$ cat src/shared/pos_pkg.sv
// Constants and types shared by the port operation and link state registers
package pos_pkg;

	// ------------------------------------------------------------
	// Bus widths
	// ------------------------------------------------------------
	localparam int unsigned APB_ADDR_W = 12;
	localparam int unsigned APB_DATA_W = 32;
	localparam int unsigned APB_STRB_W = 4;
	localparam int unsigned REG_W = 8;

	// ------------------------------------------------------------
	// Register byte addresses
	// ------------------------------------------------------------
	localparam logic [11:0] EXT_CTRL_A_ADDR = 12'h000;
	localparam logic [11:0] EXT_CTRL_B_ADDR = 12'h004;
	localparam logic [11:0] OP_CTRL_ADDR = 12'h020;
	localparam logic [11:0] LINK_STATE_ADDR = 12'h030;
	localparam logic [11:0] PHY_SPACE_LO = 12'h100;
	localparam logic [11:0] PHY_SPACE_HI = 12'h1FF;

	// ------------------------------------------------------------
	// Field positions
	// ------------------------------------------------------------
	localparam int unsigned OPC_TAIL_TAG_BIT = 2;
	localparam int unsigned OPC_SPLIT_LSB = 0;
	localparam int unsigned ST_SPEED_LSB = 3;
	localparam int unsigned ST_DUPLEX_BIT = 2;
	localparam int unsigned ST_TXFC_BIT = 1;
	localparam int unsigned ST_RXFC_BIT = 0;
	localparam int unsigned EXT_A_RXFC_BIT = 3;
	localparam int unsigned EXT_A_SPEED_BIT = 4;
	localparam int unsigned EXT_A_TXFC_BIT = 5;
	localparam int unsigned EXT_A_DUPLEX_BIT = 6;
	localparam int unsigned EXT_B_SPEED_BIT = 6;

	// ------------------------------------------------------------
	// Reset values and codes
	// ------------------------------------------------------------
	localparam logic [7:0] EXT_CTRL_A_RST = 8'h40;
	localparam logic [7:0] EXT_CTRL_B_RST = 8'h00;
	localparam logic TAIL_TAG_RST = 1'b0;
	localparam logic [1:0] SPLIT_RST = 2'h0;
	localparam logic [1:0] SPLIT_ONE = 2'h0;
	localparam logic [1:0] SPLIT_TWO = 2'h1;
	localparam logic [1:0] SPLIT_FOUR = 2'h2;
	localparam logic [1:0] SPLIT_RSVD = 2'h3;
	localparam int unsigned SYNC_STAGES_DEF = 2;
	localparam int unsigned PHY_IN_W = 8;

	typedef enum logic [1:0] {
		POS_Q_SINGLE,
		POS_Q_TWO,
		POS_Q_FOUR
	} pos_qmode_t;

endpackage

$ cat src/core/pos_sync.sv
// Multi-stage synchroniser for level inputs from outside the clock domain
`timescale 1ns/1ps
module pos_sync #(
	parameter int unsigned WIDTH = 1,
	parameter int unsigned STAGES = 2
) (
	input wire logic sys_clk_i,
	input wire logic rst_n_i,
	input wire logic [WIDTH-1:0] async_i,
	output logic [WIDTH-1:0] sync_o
);
	import pos_pkg::*;

	logic [WIDTH-1:0] stage [STAGES];

	initial begin
		if (STAGES < 2 || WIDTH < 1) begin
			$error("pos_sync needs two stages and a width of one");
		end
	end

	// ------------------------------------------------------------
	// Flop chain
	// ------------------------------------------------------------
	always_ff @(posedge sys_clk_i or negedge rst_n_i) begin
		if (!rst_n_i) begin
			for (int i = 0; i < STAGES; i++) begin
				stage[i] <= '0;
			end
		end else begin
			stage[0] <= async_i;
			for (int i = 1; i < STAGES; i++) begin
				stage[i] <= stage[i-1];
			end
		end
	end

	assign sync_o = stage[STAGES-1];
endmodule

$ cat src/core/pos_status_mux.sv
// Builds the link state byte from PHY results or external port settings
`timescale 1ns/1ps
module pos_status_mux (
	input wire logic is_phy_i,
	input wire logic [7:0] ext_ctrl_a_i,
	input wire logic [7:0] ext_ctrl_b_i,
	input wire logic [1:0] phy_speed_i,
	input wire logic phy_duplex_i,
	input wire logic phy_link_up_i,
	input wire logic [1:0] phy_adv_pause_i,
	input wire logic phy_an_transmit_pause_enable_i,
	input wire logic phy_an_receive_pause_enable_i,
	output logic [7:0] status_o
);
	import pos_pkg::*;

	logic fc_allowed;

	// ------------------------------------------------------------
	// Status composition
	// ------------------------------------------------------------
	assign fc_allowed = (|phy_adv_pause_i) & phy_link_up_i;

	always_comb begin
		status_o = '0;
		if (is_phy_i) begin
			status_o[ST_SPEED_LSB +: 2] = phy_speed_i;
			status_o[ST_DUPLEX_BIT] = phy_duplex_i;
			status_o[ST_TXFC_BIT] = fc_allowed & phy_an_transmit_pause_enable_i;
			status_o[ST_RXFC_BIT] = fc_allowed & phy_an_receive_pause_enable_i;
		end else begin
			status_o[ST_SPEED_LSB +: 2] = {ext_ctrl_b_i[EXT_B_SPEED_BIT],
				ext_ctrl_a_i[EXT_A_SPEED_BIT]};
			status_o[ST_DUPLEX_BIT] = ext_ctrl_a_i[EXT_A_DUPLEX_BIT];
			status_o[ST_TXFC_BIT] = ext_ctrl_a_i[EXT_A_TXFC_BIT];
			status_o[ST_RXFC_BIT] = ext_ctrl_a_i[EXT_A_RXFC_BIT];
		end
	end
endmodule

$ cat src/core/pos_regs_top.sv
// Port operation control and link state registers behind an APB slave
//
// Behaviour
// - Tail-tag bit enables trailer tagging on port
// - Queue split bits 1:0, reset 00, 11 kept in field but leaves queue arrangement unchanged
// - Split 10 four, 01 two, 00 one queue
// - PHY port speed field shows link speed
// - External port speed mirrors control A/B bits
// - External port duplex mirrors control A bit 6
// - PHY port duplex shows established link duplex
// - External transmit pause mirrors control A bit 5
// - External receive pause mirrors control A bit 3
// - PHY pause needs advert, link and negotiation
// - PHY register window exists on PHY ports only
//
// The APB register port was left to the implementer.
`timescale 1ns/1ps
module pos_regs_top #(
	parameter bit IS_PHY_PORT = 1'b0,
	parameter int unsigned SYNC_STAGES = pos_pkg::SYNC_STAGES_DEF
) (
	input wire logic sys_clk_i,
	input wire logic nrst_i,
	input wire logic psel_i,
	input wire logic penable_i,
	input wire logic pwrite_i,
	input wire logic [pos_pkg::APB_ADDR_W-1:0] paddr_i,
	input wire logic [pos_pkg::APB_DATA_W-1:0] pwdata_i,
	input wire logic [pos_pkg::APB_STRB_W-1:0] pstrb_i,
	output logic [pos_pkg::APB_DATA_W-1:0] prdata_o,
	output logic pready_o,
	output logic pslverr_o,
	input wire logic [1:0] phy_speed_i,
	input wire logic phy_duplex_i,
	input wire logic phy_link_up_i,
	input wire logic [1:0] phy_adv_pause_i,
	input wire logic phy_an_transmit_pause_enable_i,
	input wire logic phy_an_receive_pause_enable_i,
	output logic tail_tag_en_o,
	output pos_pkg::pos_qmode_t queue_mode_o,
	output logic queue_prio_en_o,
	output logic [pos_pkg::REG_W-1:0] ext_ctrl_a_o,
	output logic [pos_pkg::REG_W-1:0] ext_ctrl_b_o,
	output logic [pos_pkg::REG_W-1:0] port_status_o
);
	import pos_pkg::*;

	initial begin
		if (SYNC_STAGES < 2) begin
			$error("pos_regs_top needs at least two synchroniser stages");
		end
	end

	// ------------------------------------------------------------
	// Declarations
	// ------------------------------------------------------------
	logic [1:0] rst_pipe;
	logic rst_n;
	logic [PHY_IN_W-1:0] phy_raw;
	logic [PHY_IN_W-1:0] phy_sync;
	logic [1:0] phy_speed_s;
	logic phy_duplex_s;
	logic phy_link_up_s;
	logic [1:0] phy_adv_pause_s;
	logic phy_an_transmit_pause_enable_s;
	logic phy_an_receive_pause_enable_s;
	logic [7:0] ext_ctrl_a;
	logic [7:0] ext_ctrl_b;
	logic tail_tag_en;
	logic [1:0] split_field;
	pos_qmode_t queue_mode;
	logic queue_prio_en;
	logic [7:0] link_state;
	logic [7:0] next_link_state;
	logic [APB_DATA_W-1:0] prdata;
	logic [APB_DATA_W-1:0] next_prdata;
	logic hit_ext_a;
	logic hit_ext_b;
	logic hit_op;
	logic hit_state;
	logic hit_phy;
	logic mapped;
	logic setup_rd;
	logic access;
	logic wr_lane0;
	logic [7:0] op_readback;

	// ------------------------------------------------------------
	// Reset release
	// ------------------------------------------------------------
	always_ff @(posedge sys_clk_i or negedge nrst_i) begin
		if (!nrst_i) begin
			rst_pipe <= 2'h0;
		end else begin
			rst_pipe <= {rst_pipe[0], 1'b1};
		end
	end

	assign rst_n = rst_pipe[1];

	// ------------------------------------------------------------
	// PHY result synchronisation
	// ------------------------------------------------------------
	assign phy_raw = {phy_speed_i, phy_duplex_i, phy_link_up_i, phy_adv_pause_i,
		phy_an_transmit_pause_enable_i, phy_an_receive_pause_enable_i};

	pos_sync #(
		.WIDTH(PHY_IN_W),
		.STAGES(SYNC_STAGES)
	) u_phy_sync (
		.sys_clk_i(sys_clk_i),
		.rst_n_i(rst_n),
		.async_i(phy_raw),
		.sync_o(phy_sync)
	);

	assign phy_speed_s = phy_sync[7:6];
	assign phy_duplex_s = phy_sync[5];
	assign phy_link_up_s = phy_sync[4];
	assign phy_adv_pause_s = phy_sync[3:2];
	assign phy_an_transmit_pause_enable_s = phy_sync[1];
	assign phy_an_receive_pause_enable_s = phy_sync[0];

	// ------------------------------------------------------------
	// Address decode
	// ------------------------------------------------------------
	assign hit_ext_a = (paddr_i == EXT_CTRL_A_ADDR);
	assign hit_ext_b = (paddr_i == EXT_CTRL_B_ADDR);
	assign hit_op = (paddr_i == OP_CTRL_ADDR);
	assign hit_state = (paddr_i == LINK_STATE_ADDR);
	assign hit_phy = IS_PHY_PORT && (paddr_i >= PHY_SPACE_LO) && (paddr_i <= PHY_SPACE_HI);
	assign mapped = hit_ext_a | hit_ext_b | hit_op | hit_state | hit_phy;
	assign access = psel_i & penable_i;
	assign setup_rd = psel_i & ~penable_i & ~pwrite_i;
	assign wr_lane0 = access & pwrite_i & pstrb_i[0];

	// ------------------------------------------------------------
	// APB handshake
	// ------------------------------------------------------------
	assign pready_o = 1'b1;
	assign pslverr_o = access & ~mapped;

	// ------------------------------------------------------------
	// External port control registers
	// ------------------------------------------------------------
	always_ff @(posedge sys_clk_i or negedge rst_n) begin
		if (!rst_n) begin
			ext_ctrl_a <= EXT_CTRL_A_RST;
		end else if (wr_lane0 && hit_ext_a) begin
			ext_ctrl_a <= pwdata_i[7:0];
		end
	end

	always_ff @(posedge sys_clk_i or negedge rst_n) begin
		if (!rst_n) begin
			ext_ctrl_b <= EXT_CTRL_B_RST;
		end else if (wr_lane0 && hit_ext_b) begin
			ext_ctrl_b <= pwdata_i[7:0];
		end
	end

	// ------------------------------------------------------------
	// Tail tag enable
	// ------------------------------------------------------------
	always_ff @(posedge sys_clk_i or negedge rst_n) begin
		if (!rst_n) begin
			tail_tag_en <= TAIL_TAG_RST;
		end else if (wr_lane0 && hit_op) begin
			tail_tag_en <= pwdata_i[OPC_TAIL_TAG_BIT];
		end
	end

	// ------------------------------------------------------------
	// Egress queue split field and arrangement
	// ------------------------------------------------------------
	always_ff @(posedge sys_clk_i or negedge rst_n) begin
		if (!rst_n) begin
			split_field <= SPLIT_RST;
		end else if (wr_lane0 && hit_op) begin
			split_field <= pwdata_i[OPC_SPLIT_LSB +: 2];
		end
	end

	always_ff @(posedge sys_clk_i or negedge rst_n) begin
		if (!rst_n) begin
			queue_mode <= POS_Q_SINGLE;
			queue_prio_en <= 1'b0;
		end else if (wr_lane0 && hit_op) begin
			unique case (pwdata_i[OPC_SPLIT_LSB +: 2])
				SPLIT_ONE: begin
					queue_mode <= POS_Q_SINGLE;
					queue_prio_en <= 1'b0;
				end
				SPLIT_TWO: begin
					queue_mode <= POS_Q_TWO;
					queue_prio_en <= 1'b1;
				end
				SPLIT_FOUR: begin
					queue_mode <= POS_Q_FOUR;
					queue_prio_en <= 1'b1;
				end
				SPLIT_RSVD: begin
					queue_mode <= queue_mode;
					queue_prio_en <= queue_prio_en;
				end
			endcase
		end
	end

	// ------------------------------------------------------------
	// Link state register
	// ------------------------------------------------------------
	pos_status_mux u_status_mux (
		.is_phy_i(IS_PHY_PORT),
		.ext_ctrl_a_i(ext_ctrl_a),
		.ext_ctrl_b_i(ext_ctrl_b),
		.phy_speed_i(phy_speed_s),
		.phy_duplex_i(phy_duplex_s),
		.phy_link_up_i(phy_link_up_s),
		.phy_adv_pause_i(phy_adv_pause_s),
		.phy_an_transmit_pause_enable_i(phy_an_transmit_pause_enable_s),
		.phy_an_receive_pause_enable_i(phy_an_receive_pause_enable_s),
		.status_o(next_link_state)
	);

	// Bus writes never reach this register
	always_ff @(posedge sys_clk_i or negedge rst_n) begin
		if (!rst_n) begin
			link_state <= 8'h00;
		end else begin
			link_state <= {3'h0, next_link_state[4:0]};
		end
	end

	// ------------------------------------------------------------
	// Read data
	// ------------------------------------------------------------
	assign op_readback = {5'h00, tail_tag_en, split_field};

	always_comb begin
		next_prdata = '0;
		if (hit_ext_a) begin
			next_prdata[7:0] = ext_ctrl_a;
		end else if (hit_ext_b) begin
			next_prdata[7:0] = ext_ctrl_b;
		end else if (hit_op) begin
			next_prdata[7:0] = op_readback;
		end else if (hit_state) begin
			next_prdata[7:0] = link_state;
		end
	end

	always_ff @(posedge sys_clk_i or negedge rst_n) begin
		if (!rst_n) begin
			prdata <= '0;
		end else if (setup_rd) begin
			prdata <= next_prdata;
		end
	end

	// ------------------------------------------------------------
	// Outputs
	// ------------------------------------------------------------
	assign prdata_o = prdata;
	assign tail_tag_en_o = tail_tag_en;
	assign queue_mode_o = queue_mode;
	assign queue_prio_en_o = queue_prio_en;
	assign ext_ctrl_a_o = ext_ctrl_a;
	assign ext_ctrl_b_o = ext_ctrl_b;
	assign port_status_o = link_state;

	// ------------------------------------------------------------
	// Assertions
	// ------------------------------------------------------------
	AST_TAIL_TAG_FOLLOWS: assert property (@(posedge sys_clk_i) disable iff (!rst_n)
		(wr_lane0 && hit_op) |=> (tail_tag_en_o == $past(pwdata_i[OPC_TAIL_TAG_BIT])))
		else $error("tail tag enable did not follow write");

	AST_TAIL_TAG_HOLDS: assert property (@(posedge sys_clk_i) disable iff (!rst_n)
		!(wr_lane0 && hit_op) |=> $stable(tail_tag_en_o))
		else $error("tail tag enable changed without write");

	AST_SPLIT_RSVD_KEEPS: assert property (@(posedge sys_clk_i) disable iff (!rst_n)
		(wr_lane0 && hit_op && pwdata_i[1:0] == SPLIT_RSVD) |=>
		($stable(queue_mode_o) && $stable(queue_prio_en_o) && split_field == SPLIT_RSVD))
		else $error("reserved split changed the queue arrangement");

	AST_SPLIT_FOUR: assert property (@(posedge sys_clk_i) disable iff (!rst_n)
		(wr_lane0 && hit_op && pwdata_i[1:0] == SPLIT_FOUR) |=>
		(queue_mode_o == POS_Q_FOUR && queue_prio_en_o))
		else $error("split four not applied");

	AST_SPLIT_TWO_ONE: assert property (@(posedge sys_clk_i) disable iff (!rst_n)
		(wr_lane0 && hit_op && pwdata_i[1:0] != SPLIT_RSVD && pwdata_i[1:0] != SPLIT_FOUR) |=>
		(queue_prio_en_o == $past(pwdata_i[0])) &&
		(queue_mode_o == ($past(pwdata_i[0]) ? POS_Q_TWO : POS_Q_SINGLE)))
		else $error("split two or single not applied");

	AST_PHY_SPEED_DUPLEX: assert property (@(posedge sys_clk_i) disable iff (!rst_n)
		IS_PHY_PORT |=> (port_status_o[4:3] == $past(phy_speed_s)) &&
		(port_status_o[ST_DUPLEX_BIT] == $past(phy_duplex_s)))
		else $error("PHY speed or duplex not reported");

	AST_EXT_SPEED: assert property (@(posedge sys_clk_i) disable iff (!rst_n)
		!IS_PHY_PORT |=> port_status_o[4:3] ==
		{$past(ext_ctrl_b[EXT_B_SPEED_BIT]), $past(ext_ctrl_a[EXT_A_SPEED_BIT])})
		else $error("external speed not mirrored");

	AST_EXT_DUPLEX_FC: assert property (@(posedge sys_clk_i) disable iff (!rst_n)
		(!IS_PHY_PORT && wr_lane0 && hit_ext_a) |=> ##1
		(port_status_o[ST_DUPLEX_BIT] == $past(pwdata_i[EXT_A_DUPLEX_BIT], 2)) &&
		(port_status_o[ST_TXFC_BIT] == $past(pwdata_i[EXT_A_TXFC_BIT], 2)) &&
		(port_status_o[ST_RXFC_BIT] == $past(pwdata_i[EXT_A_RXFC_BIT], 2)))
		else $error("external duplex or pause not mirrored two cycles after write");

	AST_PHY_PAUSE_GATED: assert property (@(posedge sys_clk_i) disable iff (!rst_n)
		(IS_PHY_PORT && (port_status_o[ST_TXFC_BIT] || port_status_o[ST_RXFC_BIT])) |->
		($past(phy_link_up_s) && $past(|phy_adv_pause_s)))
		else $error("PHY pause reported without advert and link");

	AST_PHY_SPACE: assert property (@(posedge sys_clk_i) disable iff (!rst_n)
		(access && paddr_i >= PHY_SPACE_LO && paddr_i <= PHY_SPACE_HI) |->
		(pslverr_o == !IS_PHY_PORT))
		else $error("PHY window answer wrong for port type");

	AST_STATE_RESERVED: assert property (@(posedge sys_clk_i) disable iff (!rst_n)
		(access && !pwrite_i && hit_state) |-> (prdata_o[APB_DATA_W-1:5] == '0))
		else $error("link state reserved bits not zero");

	AST_STRB_GATES: assert property (@(posedge sys_clk_i) disable iff (!rst_n)
		(access && pwrite_i && !pstrb_i[0] && hit_op) |=>
		($stable(split_field) && $stable(tail_tag_en_o)))
		else $error("operation control changed without lane 0 strobe");

	AST_EXT_A_TAKES: assert property (@(posedge sys_clk_i) disable iff (!rst_n)
		(wr_lane0 && hit_ext_a) |=> (ext_ctrl_a_o == $past(pwdata_i[7:0])))
		else $error("external control A write not taken");

	AST_EXT_B_TAKES: assert property (@(posedge sys_clk_i) disable iff (!rst_n)
		(wr_lane0 && hit_ext_b) |=> (ext_ctrl_b_o == $past(pwdata_i[7:0])))
		else $error("external control B write not taken");

	AST_UNMAPPED_NO_WRITE: assert property (@(posedge sys_clk_i) disable iff (!rst_n)
		(access && pwrite_i && !mapped) |=>
		($stable(ext_ctrl_a_o) && $stable(ext_ctrl_b_o) && $stable(tail_tag_en_o) &&
		$stable(split_field)))
		else $error("write to unmapped address changed a register");

endmodule

$ cat config.mk
export PLATFORM = sky130hd
export DESIGN_NAME = pos_regs_top
export DESIGN_NICKNAME = d
export VERILOG_FILES = /design/src/shared/pos_pkg.sv /design/src/core/pos_sync.sv /design/src/core/pos_status_mux.sv /design/src/core/pos_regs_top.sv
export SDC_FILE = /design/constraint.sdc
export NUM_CORES = 1
export LEC_CHECK = 0
export ABC_AREA = 1
export BUFFER_PORTS_ARGS = -buffer_cell sky130_fd_sc_hd__buf_2
export CORE_ASPECT_RATIO = 0.6
export CORE_MARGIN = 1.5
export CORE_UTILIZATION = 46
export CTS_CLUSTER_SIZE = 20
export DETAILED_ROUTE_END_ITERATION = 10
export GPL_TIMING_DRIVEN = 0
export PLACE_DENSITY = 0.85
export SLEW_MARGIN = 20
export SYNTH_ARGS = -nofsm -noshare
export SYNTH_HDL_FRONTEND = slang
export SYNTH_SLANG_ARGS = --single-unit
export TNS_END_PERCENT = 10
$ cat constraint.sdc
create_clock -name sys_clk_i -period 3.4 [get_ports sys_clk_i]
set_clock_uncertainty 0.15 [all_clocks]
set_input_delay 0.51 -clock sys_clk_i [delete_from_list [all_inputs] [get_ports sys_clk_i]]
set_output_delay 0.51 -clock sys_clk_i [all_outputs]
set_load 0.05 [all_outputs]
**Yosys cells after proc, flatten, opt, wreduce, memory -nomap -nowiden**

Cells that the tools add are included.

- Output and inout bits: 62
- Logic and storage cells: 41
- Flip-flop bits (word level): 37
- Bits of input ports: 61

- Mux-type cells: 6
- Bitwise logic cells: 13
- Eq/ne operators: 6
- Reduce and logical (&&, ||, !) cells: 7

Operator list:

| cell | count |
|---|---|
| 12-bit by 6-bit equality test with 1-bit output (second input constant) | 2 |
| 8-bit two-way mux | 3 |
| 12-bit by 3-bit equality test with 1-bit output (second input constant) | 1 |
| 12-bit zero test | 1 |
| 1-bit AND | 6 |
| 2-bit case mux with 3 select lines | 1 |
| 5-bit two-way mux | 1 |
| 2-bit equality test (second input constant) | 2 |
| 1-bit inverter | 4 |
| 1-bit logical AND | 3 |
| 1-bit bitwise OR | 3 |
| 2-bit by 1-bit equality test with 1-bit output (second input constant) | 1 |
| 2-bit zero test | 1 |
| 1-bit case mux with 2 select lines | 1 |
| 2-bit AND reduction | 1 |
| 2-bit OR reduction | 1 |

**Depth between registers and ports, before layout**

Gate-level depths: netlist (run 1).

- Word-level depth: 6
- Depth in mapped cells: 8
- Gate-level depth less buffers: 8

**Modules after synthesis**

From an unflattened synthesis (run 1), not the netlist that was laid out.

- Cells, all modules: 280
- Area total of the unflattened synthesis: 2546.2 µm²

Modules (own cells, without submodules):

| module | area an instance (µm²) | sequential area each (µm²) | times used | cells an instance |
|---|---|---|---|---|
| pos_regs_top | 1970.6 | 927.1 | 1 | 229 |
| pos_sync | 460.4 | 400.4 | 1 | 24 |
| pos_status_mux | 115.1 | 0.0 | 1 | 27 |

**Least setup slack after synthesis (run 1)**

OpenSTA, ideal clock, no wires.

- Path kind: input to output
- Start point: input paddr_i[4] (netlist name)
- End point: output pslverr_o
- Data arrival time: 2093 ps
- Setup slack: 647 ps
- Cell stages on the path: 6
- Buffers on the path: 1
- Required time: 2740 ps
- Cell sequence: nor2_1 > and2_4 > buf_6 > nand2_2 > nand3_1 > nor3_1

- Longest elaborated chain between the ends: 6
- Elaborated cells between the ends (all ways): 9
- Classes of those cells: eq/ne (3); bitwise (5); reduce/logical (1)

Ends and longest elaborated chain:

| what | RTL line | source |
|---|---|---|
| start, declared | pos_regs_top.sv:27 | `input wire logic [pos_pkg::APB_ADDR_W-1:0] paddr_i,` |
| 12-bit by 3-bit equality test with 1-bit output or 12-bit zero test (tied branches) | pos_regs_top.sv:128, pos_regs_top.sv:127 |  |
| 1-bit bitwise OR (2 in series) | pos_regs_top.sv:132 | `assign mapped = hit_ext_a \| hit_ext_b \| hit_op \| hit_state \| hit_phy;` |
| 1-bit bitwise OR (*) | pos_regs_top.sv:132 |  |
| 1-bit inverter (*) | pos_regs_top.sv:141 | `assign pslverr_o = access & ~mapped;` |
| 1-bit AND (*) | pos_regs_top.sv:141 |  |
| end, declared | pos_regs_top.sv:32 | `output logic pslverr_o,` |

Every way passes the cells marked *; elsewhere a longest branch is shown, timed or not.

**Worst setup path in the final report (run 1)**

Same ends and word-level chain as after synthesis.

==> results of run 1 <==
-- cell type report --
cell class / instances / area share [%]
Clock buffer: 5 / 2.66
Tap cell: 60 / 2.90
Clock inverter: 3 / 2.51
Inverter: 24 / 3.48
Buffer: 33 / 9.57
Multi-Input combinational cell: 162 / 31.2
Timing Repair Buffer: 60 / 11.8
Sequential cell: 37 / 35.9
-- per-stage QoR --
stage          power (mW)  hold slack [ns]  cells  area (µm²)
6_report             1.09            0.186    384        2590
5_1_grt              1.13            0.218    384        2590
4_1_cts              1.09            0.203    384        2590
3_5_place_dp        0.639            0.148    375        2440
3_3_place_gp        0.636            0.147    375        2440
2_1_floorplan       0.607           0.0644    256        2070
-- per-layer routing --
metal / GRT usage [%] / vias to the layer above
li1: - / 864
met1: 30.6 / 821
met2: 31.2 / 85
met3: 5.52 / 7
met4: 7.94 / 0
met5: 0 / -
-- where the power goes --
| group | switching (mW) | total, mW | leakage (nW) | internal [mW] |
|---|---|---|---|---|
| combinational | 0.124 | 0.174 | 1.01 | 0.0502 |
| clock | 0.168 | 0.459 | 0.0681 | 0.291 |
| sequential | 0.0111 | 0.458 | 0.502 | 0.447 |
| total | 0.303 | 1.09 | 1.58 | 0.788 |
-- critical path: stages --
cell	delay (ns)
buf_2	0.10
nor2_1	0.05
and2_4	0.17
buf_6	0.14
nand2_2	0.15
nand3_1	0.09
nor3_1	0.17
buf_2	0.30
-- sequential cells by signal, indices dropped and copies added, names as in the netlist --
| register | cells |
|---|---|
| tail_tag_en_o | 1 |
| split_field | 2 |
| queue_mode_o | 2 |
| ext_ctrl_b_o | 8 |
| prdata_o | 8 |
| queue_prio_en_o | 1 |
| rst_pipe | 2 |
| ext_ctrl_a_o | 8 |
| port_status_o | 5 |
-- cell usage in the layout (no fill, tap or decap) --
cell type	count
bufinv_16	2
nor2_4	1
nand4_1	1
nand3b_1	3
buf_2	62
nand3_1	18
nand2_1	56
nor3_1	2
nand3_4	1
ha_1	3
buf_4	28
nand3b_4	1
conb_1	29
clkbuf_8	5
nand2_2	3
dfrtp_2	1
dfstp_2	1
nand3_2	1
and2_4	2
dfrtp_1	35
buf_6	2
inv_2	2
nor2_1	7
inv_1	22
nor2_2	3
clkinv_2	1
nor2_8	1
o21ai_1	27
dlygate4sd3_1	1
a2bb2oi_1	3
-- timing repair --
item,in CTS,in global routing
gates resized for setup,0,0
endpoints found under the hold margin,2,0
hold buffers,1,0
-- worst paths after layout --
path | from | slack (ns) | to | cells past startpoint
max | paddr_i[4] | 1.05 | pslverr_o | 8
min | rst_pipe[1] | 0.19 | ext_ctrl_a_o[0] | 0
max reg2reg | ext_ctrl_a_o[1] | 2.27 | prdata_o[1] | 5
min reg2reg | rst_pipe[1] | 0.19 | ext_ctrl_a_o[0] | 0
max in group asynchronous | rst_pipe[1] | 2.43 | ext_ctrl_b_o[5] | 0
min in group sys_clk_i | rst_pipe[0] | 0.20 | rst_pipe[1] | 0
-- cells by family (layout without fill, tap and decap cells) --
kind of cell,Yosys count,after routing,synth area share [%]
simple gates,100,100,25.3
flops,37,37,47.0
fa+ha+maj,3,3,1.90
buf+inv,57,125,17.1
compound gates,30,30,8.19
other cells,2,29,0.381
==> summary.md, run 1 <==
| Metric | Value |
|---|---|
| Overflow after GRT | 0 |
| Final core occ | 63.1% |
| Clk sinks | 37 |
| Count of boundary I/O pins | 123 |
| Sequential area share after synthesis | 47.0% |
| Worst skew pair latency | 0.30 ns |
| Vias in the first global route | 1468 |
| Relative slew margins | 49.7% |
| Worst Hold Class | flop to asynchronous set/reset pin |
| Total GRT Usage | 21.3% |
| Critical path class | input port to primary output |
| Synth area leader | dfrtp_1 |
| Fmax | 0.425 GHz |
| Main area contributors after synthesis | dfrtp_1 (46%), buf_4 (11%), nand2_1 (11%) |
| CTS buffer count | 5 |
| Die Span X | 87.5 µm |
| Final #Nets | 387 |
| Setup TNS | 0 ns |
| Rows | 18 |
| Worst setup EP type | primary output |
| Initial Util | 48.1% |
| Clk slew on worst S/H paths | 0.08 ns |
| CORE AREA | 0.00410 mm² |
| Pleak | 1.58 nW |
| Warnings from Yosys | 0 |
| Drt total wl | 4.76 mm |
| Gp weighted congestion | 0.916 |
| Number of flops mapped to enable cells by yosys | 0 |
| Main flop type after synthesis | dfrtp_1 |
| Port bufs | 59 |
| Register area | 928 µm² |
| Top layer in use | met4 |
| Diode count | 0 |
| Slew @ Worst Pin | 0.754 ns |
| Commonest cells post-synth | nand2_1 (56), dfrtp_1 (36), buf_4 (28) |
| Fraction of layout cells with a size suffix above 1 | 36.1% |
| CTS root buf | clkbuf_8 |
| Pre-CTS setup slack | 1.07 ns |
| Distinct cells, synth | 25 |
| Metal1 wirelength | 2.24 mm |
| Post-DRT Antenna Nets | 0 |
| First-pass GRT wire length | 7.21 mm |
| Multi-input gate area in the final layout | 807 µm² |
| Layout fillers | 378 |
| Largest net degree at the start of global routing | 36 |
| Crit path time final | 2.35 ns |
| Startpoint types | input port |
| Peak VDD IR | 0.217 mV |
| Endpoints failing setup | 0 |
| Area Overhead vs Synth | 31.3% |
| First DRT Iteration DRCs | 121 |
| Post-synth top area share | 45.7% |
| CTS tree | built |
| Number of vias per cell | 4.63 |
| First-pass iteration count of the detailed router | 4 |
| Vias | 1777 |
| Async set-reset flop share out of synthesis | 100% |
| Syn Inst Count | 229 |
| Htree depth | 2 |
| Power Dens Cells | 422 mW/mm² |
| Number of synthesized register bits | 37 |
| Worst setup margin | 1.05 ns |
| Wire length on met2 | 2.02 mm |
| Full die area | 0.00470 mm² |
| Pins Over Slew Limit | 0 |
| Initial antenna violation count | 0 |
| Post-CTS setup repair buffer count | 0 |
| Worst-path maximum fanout | 10 |
| Max clock buf depth | 2 |
| Period utilisation layout | 69.1% |
| RSZ-0062 raised after global routing | false |
| Post-DP HPWL | 3.66 mm |
| Mean Syn Cell Area | 8.61 µm² |
| Routed len/inst | 12.4 µm |
| Status | complete, no violations |
| Worst EP arrival | 1.69 ns |
| WP data required | 2.74 ns |
| Met3 Wirelength | 433 µm |
| Synth Cell Area | 0.00197 mm² |
| Final hold violation count | 0 |
| Most frequent cell after synthesis | nand2_1 |
| DIE HEIGHT | 53.7 µm |
| Max-cap violation count | 0 |
| DRC viols | 0 |
(Power assumes the default switching activity.)
==> inputs of run 2 (changes only) <==
- ABC_AREA: 1 -> 0
- CORE_UTILIZATION: 46 -> 38
- PLACE_DENSITY: 0.85 -> 0.76
- clock period: 3.4 -> 1.9 ns (I/O delays scaled with it)
==> run 2 against run 1 <==
Compared with the run above: the flow now finishes with violations (negative setup slack); worst setup slack got worse by 1.2 ns; combinational power rose by 110%; clock power increased by 16%; via count fell by 15%; largest power group is now sequential cells; highest routed layer is now met5.
==> summary.md, run 2 <==
| Metric | Value |
|---|---|
| Status | finished, violations left (was complete, no violations) |
| Failing checks | negative setup slack |
| WHS Path Cells | 2 |
| Worst r2r path cells | 3 (was 5) |
| Rows | 19 (was 18) |
| Commonest cells post-synth | dfrtp_1 (36), buf_4 (28), mux2_2 (20) (was nand2_1 (56), dfrtp_1 (36), buf_4 (28)) |
| Reg2Reg Launch Point | port_status_o[1] (was ext_ctrl_a_o[1]) |
| Diode count | 0 (unchanged) |
| Crit path time final | 2.10 ns |
| Finished Layout Cells | 328 (was 384) |
| Initial antenna violation count | 1 (was 0) |
| Peak VDD IR | 0.439 mV (was 0.217 mV) |
| Power Dens Cells | 661 mW/mm² (was 422 mW/mm²) |
| Routed len/inst | 14.6 µm (was 12.4 µm) |
| Distinct cells, synth | 30 (was 25) |
| Slew @ Worst Pin | 0.748 ns (was 0.754 ns) |
| Pleak | 1.47 nW (was 1.58 nW) |
| Worst-path maximum fanout | 3 (was 10) |
| Max clock buf depth | 2 (unchanged) |
| Worst-path cell chain | buf_6 -> or4_4 -> or4_4 -> or3_4 -> mux2_4 (was buf_2 -> nor2_1 -> and2_4 -> buf_6 -> nand2_2 -> nand3_1 -> nor3_1 -> buf_2) |
| Worst EP arrival | 2.12 ns (was 1.69 ns) |
| CORE AREA | 0.00468 mm² (was 0.00410 mm²) |
| CTS buffer count | 5 (unchanged) |
| Mean Syn Cell Area | 11.3 µm² (was 8.61 µm²) |
| Main flop type after synthesis | dfrtp_1 (unchanged) |
| First-pass GRT wire length | 7.46 mm (was 7.21 mm) |
| Mux cell area share after synthesis | 16.9% (was 0%) |
| Number of vias per cell | 4.60 (was 4.63) |
| Fraction of layout cells with a size suffix above 1 | 53.2% (was 36.1%) |
| Most used cell, CP | or4_4 (was buf_2) |
| Synth Area in Simple Gates | 14.8% (was 25.3%) |
| Setup TNS | -1.68 ns (was 0 ns) |
| RSZ-0062 raised after global routing | true (was false) |
| Most common cell after layout, fill and taps aside | buf_2 (unchanged) |
| Drt total wl | 4.79 mm (was 4.76 mm) |
| Total GRT Usage | 18.8% (was 21.3%) |
| Period utilisation layout | 110% |
| Post-synth top area share | 47.7% (was 45.7%) |
| Count of boundary I/O pins | 123 (unchanged) |
| Synth area leader | dfrtp_1 (unchanged) |
| Met3 Wirelength | 460 µm (was 433 µm) |
| Fmax | 0.477 GHz |
| WP data required | 1.92 ns (was 2.74 ns) |
| Full die area | 0.00542 mm² (was 0.00470 mm²) |
| Relative slew margins | 50.1% (was 49.7%) |
| CTS tree | built (unchanged) |
| Pins Over Slew Limit | 0 (unchanged) |
| Reg2reg end | prdata_o[1] (unchanged) |
| First-pass iteration count of the detailed router | 4 (unchanged) |
| Most frequent cells in the layout | buf_2 (56), dfrtp_1 (35), buf_4 (34) (was buf_2 (62), nand2_1 (56), dfrtp_1 (35)) |
| Gp weighted congestion | 0.792 (was 0.916) |
| Worst skew pair latency | 0.28 ns (was 0.30 ns) |
| DRC viols | 0 (unchanged) |
| Vias | 1510 (was 1777) |
| Area Overhead vs Synth | 38.4% (was 31.3%) |
| CTS root buf | clkbuf_8 (unchanged) |
| Final hold violation count | 0 (unchanged) |
| Endpoints failing setup | 22 (was 0) |
| Initial Util | 40.4% (was 48.1%) |
| Clk sinks | 37 (unchanged) |
| Async set-reset flop share out of synthesis | 100% (unchanged) |
| Post-DRT Antenna Nets | 0 (unchanged) |
| Largest net degree at the start of global routing | 36 (unchanged) |
| Worst R2R Setup Slack | 0.58 ns (was 2.27 ns) |
| Wire length on met2 | 2.03 mm (was 2.02 mm) |
| Post-Synth Adder-Cell Area | 1.99% (was 1.90%) |
| Placed Cells incl. Taps | 315 (was 375) |
| Final #Nets | 328 (was 387) |
| Post-DP HPWL | 3.37 mm (was 3.66 mm) |
| First DRT Iteration DRCs | 97 (was 121) |
| Die Span X | 94.1 µm (was 87.5 µm) |
| Metal1 wirelength | 2.23 mm (was 2.24 mm) |
| Max-cap violation count | 0 (unchanged) |
| Sequential area share after synthesis | 49.0% (was 47.0%) |
| Synth Cell Area | 0.00189 mm² (was 0.00197 mm²) |
| Overflow after GRT | 0 (unchanged) |
| Port bufs | 58 (was 59) |
| Crit-path max cell delay | 0.54 ns (was 0.30 ns) |
| Most frequent cell after synthesis | dfrtp_1 (was nand2_1) |
| Startpoint types | input port (unchanged) |
| Number of synthesized register bits | 37 (unchanged) |
| Min-delay src | pwdata_i[6] |
| Worst setup margin | -0.196 ns (was 1.05 ns) |
| Syn Inst Count | 167 (was 229) |
| Largest family of logic cells by synthesized area | multiplexers (was simple AND/OR/NAND/NOR gates) |
| Worst setup EP type | flop (was primary output) |
| Top layer in use | met5 (was met4) |
| Worst Hold Class | input port to flop (was flop to asynchronous set/reset pin) |
| Slowest-stage cell, CP | or4_4 (was buf_2) |
| Number of flops mapped to enable cells by yosys | 0 (unchanged) |
| Clk slew on worst S/H paths | 0.08 ns (about the same) |
| Worst Hold Path EP | ext_ctrl_b_o[6] |
| DIE HEIGHT | 57.6 µm (was 53.7 µm) |
| Critical path class | input port to flop (was input port to primary output) |
| Main area contributors after synthesis | dfrtp_1 (48%), mux2_2 (12%), buf_4 (11%) (was dfrtp_1 (46%), buf_4 (11%), nand2_1 (11%)) |
| Warnings from Yosys | 0 (unchanged) |
| Vias in the first global route | 1448 (was 1468) |
| Synth Area in Compound Gates | 3.77% (was 8.19%) |
| XOR/XNOR share of the synthesized area | 0% (unchanged) |
| Htree depth | 2 (unchanged) |
==> run 2: cell count changes after synthesis, sizes merged, moves of 4 or more <==
cell / delta
a21oi: +4
inv: -21
mux2: +23
mux2i: +5
nand2: -50
nand3: -20
nand3b: -4
nor2b: +4
nor3: +5
o21ai: -24
or4: +5
==> run 2: repair_timing <==
| action | 4_1_cts | 5_1_grt |
|---|---|---|
| gates resized for setup | 28 | 5 |
| hold buffers | 1 | 0 |
| setup endpoints to repair | 31 | 23 |
| buffers inserted | 6 | 0 |
| pin swaps | 6 | 1 |
| endpoints found under the hold margin | 2 | 0 |
==> run 2: critical path: cells and delay by family <==
kind	cells	cell delay (ns)
buffers and inverters	1	0.09
muxes	1	0.31
and+or+nand+nor	3	1.44
==> run 2: logic make-up after synthesis <==
group,Yosys count
other,2
adders and majority gates,3
muxes,28
buffers and inverters,37
and+or+nand+nor,48
AOI/OAI and AO/OA,12
DFF,37
==> run 2: area by class of cell <==
type / instances / area [µm²]
buffer: 32 / 245
clock buffer: 6 / 72.6
clock inverter: 2 / 10.0
fill: 408 / 2070
inverter: 3 / 11.3
multi-input combinational: 120 / 906
sequential: 37 / 928
tap: 63 / 78.8
timing repair buffer: 65 / 364
==> run 2: power by group <==
part / leakage (nW) / internal, mW / switching, mW / total, mW
Clock: 0.0450 / 0.254 / 0.277 / 0.531
Combinational: 0.929 / 0.108 / 0.261 / 0.369
Sequential: 0.492 / 0.806 / 0.0228 / 0.829
Total: 1.47 / 1.17 / 0.561 / 1.73
==> run 2: metal layers <==
layer / vias to the layer above / GRT usage [%]
li1: 714 / -
met1: 715 / 27.2
met2: 70 / 26.7
met3: 9 / 6.30
met4: 2 / 6.40
met5: - / 0
==> run 2: worst max path at each step <==
stage,startpoint,endpoint,cells after the start
2_1_floorplan,paddr_i[11],split_field[0],5
3_3_place_gp,paddr_i[4],ext_ctrl_a_o[2],7
3_5_place_dp,paddr_i[4],ext_ctrl_a_o[4],7
4_1_cts,paddr_i[3],split_field[1],6
5_1_grt,paddr_i[8],split_field[0],5
6_report,paddr_i[8],split_field[1],5
==> run 2: through the flow <==
step	hold WS, ns	utilization (%)	total power [mW]	setup slack [ns]	cell area, µm²
6_report	0.0886	55.9	1.73	-0.196	2620
5_1_grt	0.0897	55.9	1.80	-0.220	2620
4_1_cts	0.0843	55.6	1.73	-0.173	2600
3_5_place_dp	-0.0772	50.7	1.19	-0.831	2370
3_3_place_gp	-0.0787	50.6	1.19	-0.735	2370
2_1_floorplan	-0.161	-	1.12	-0.497	2000
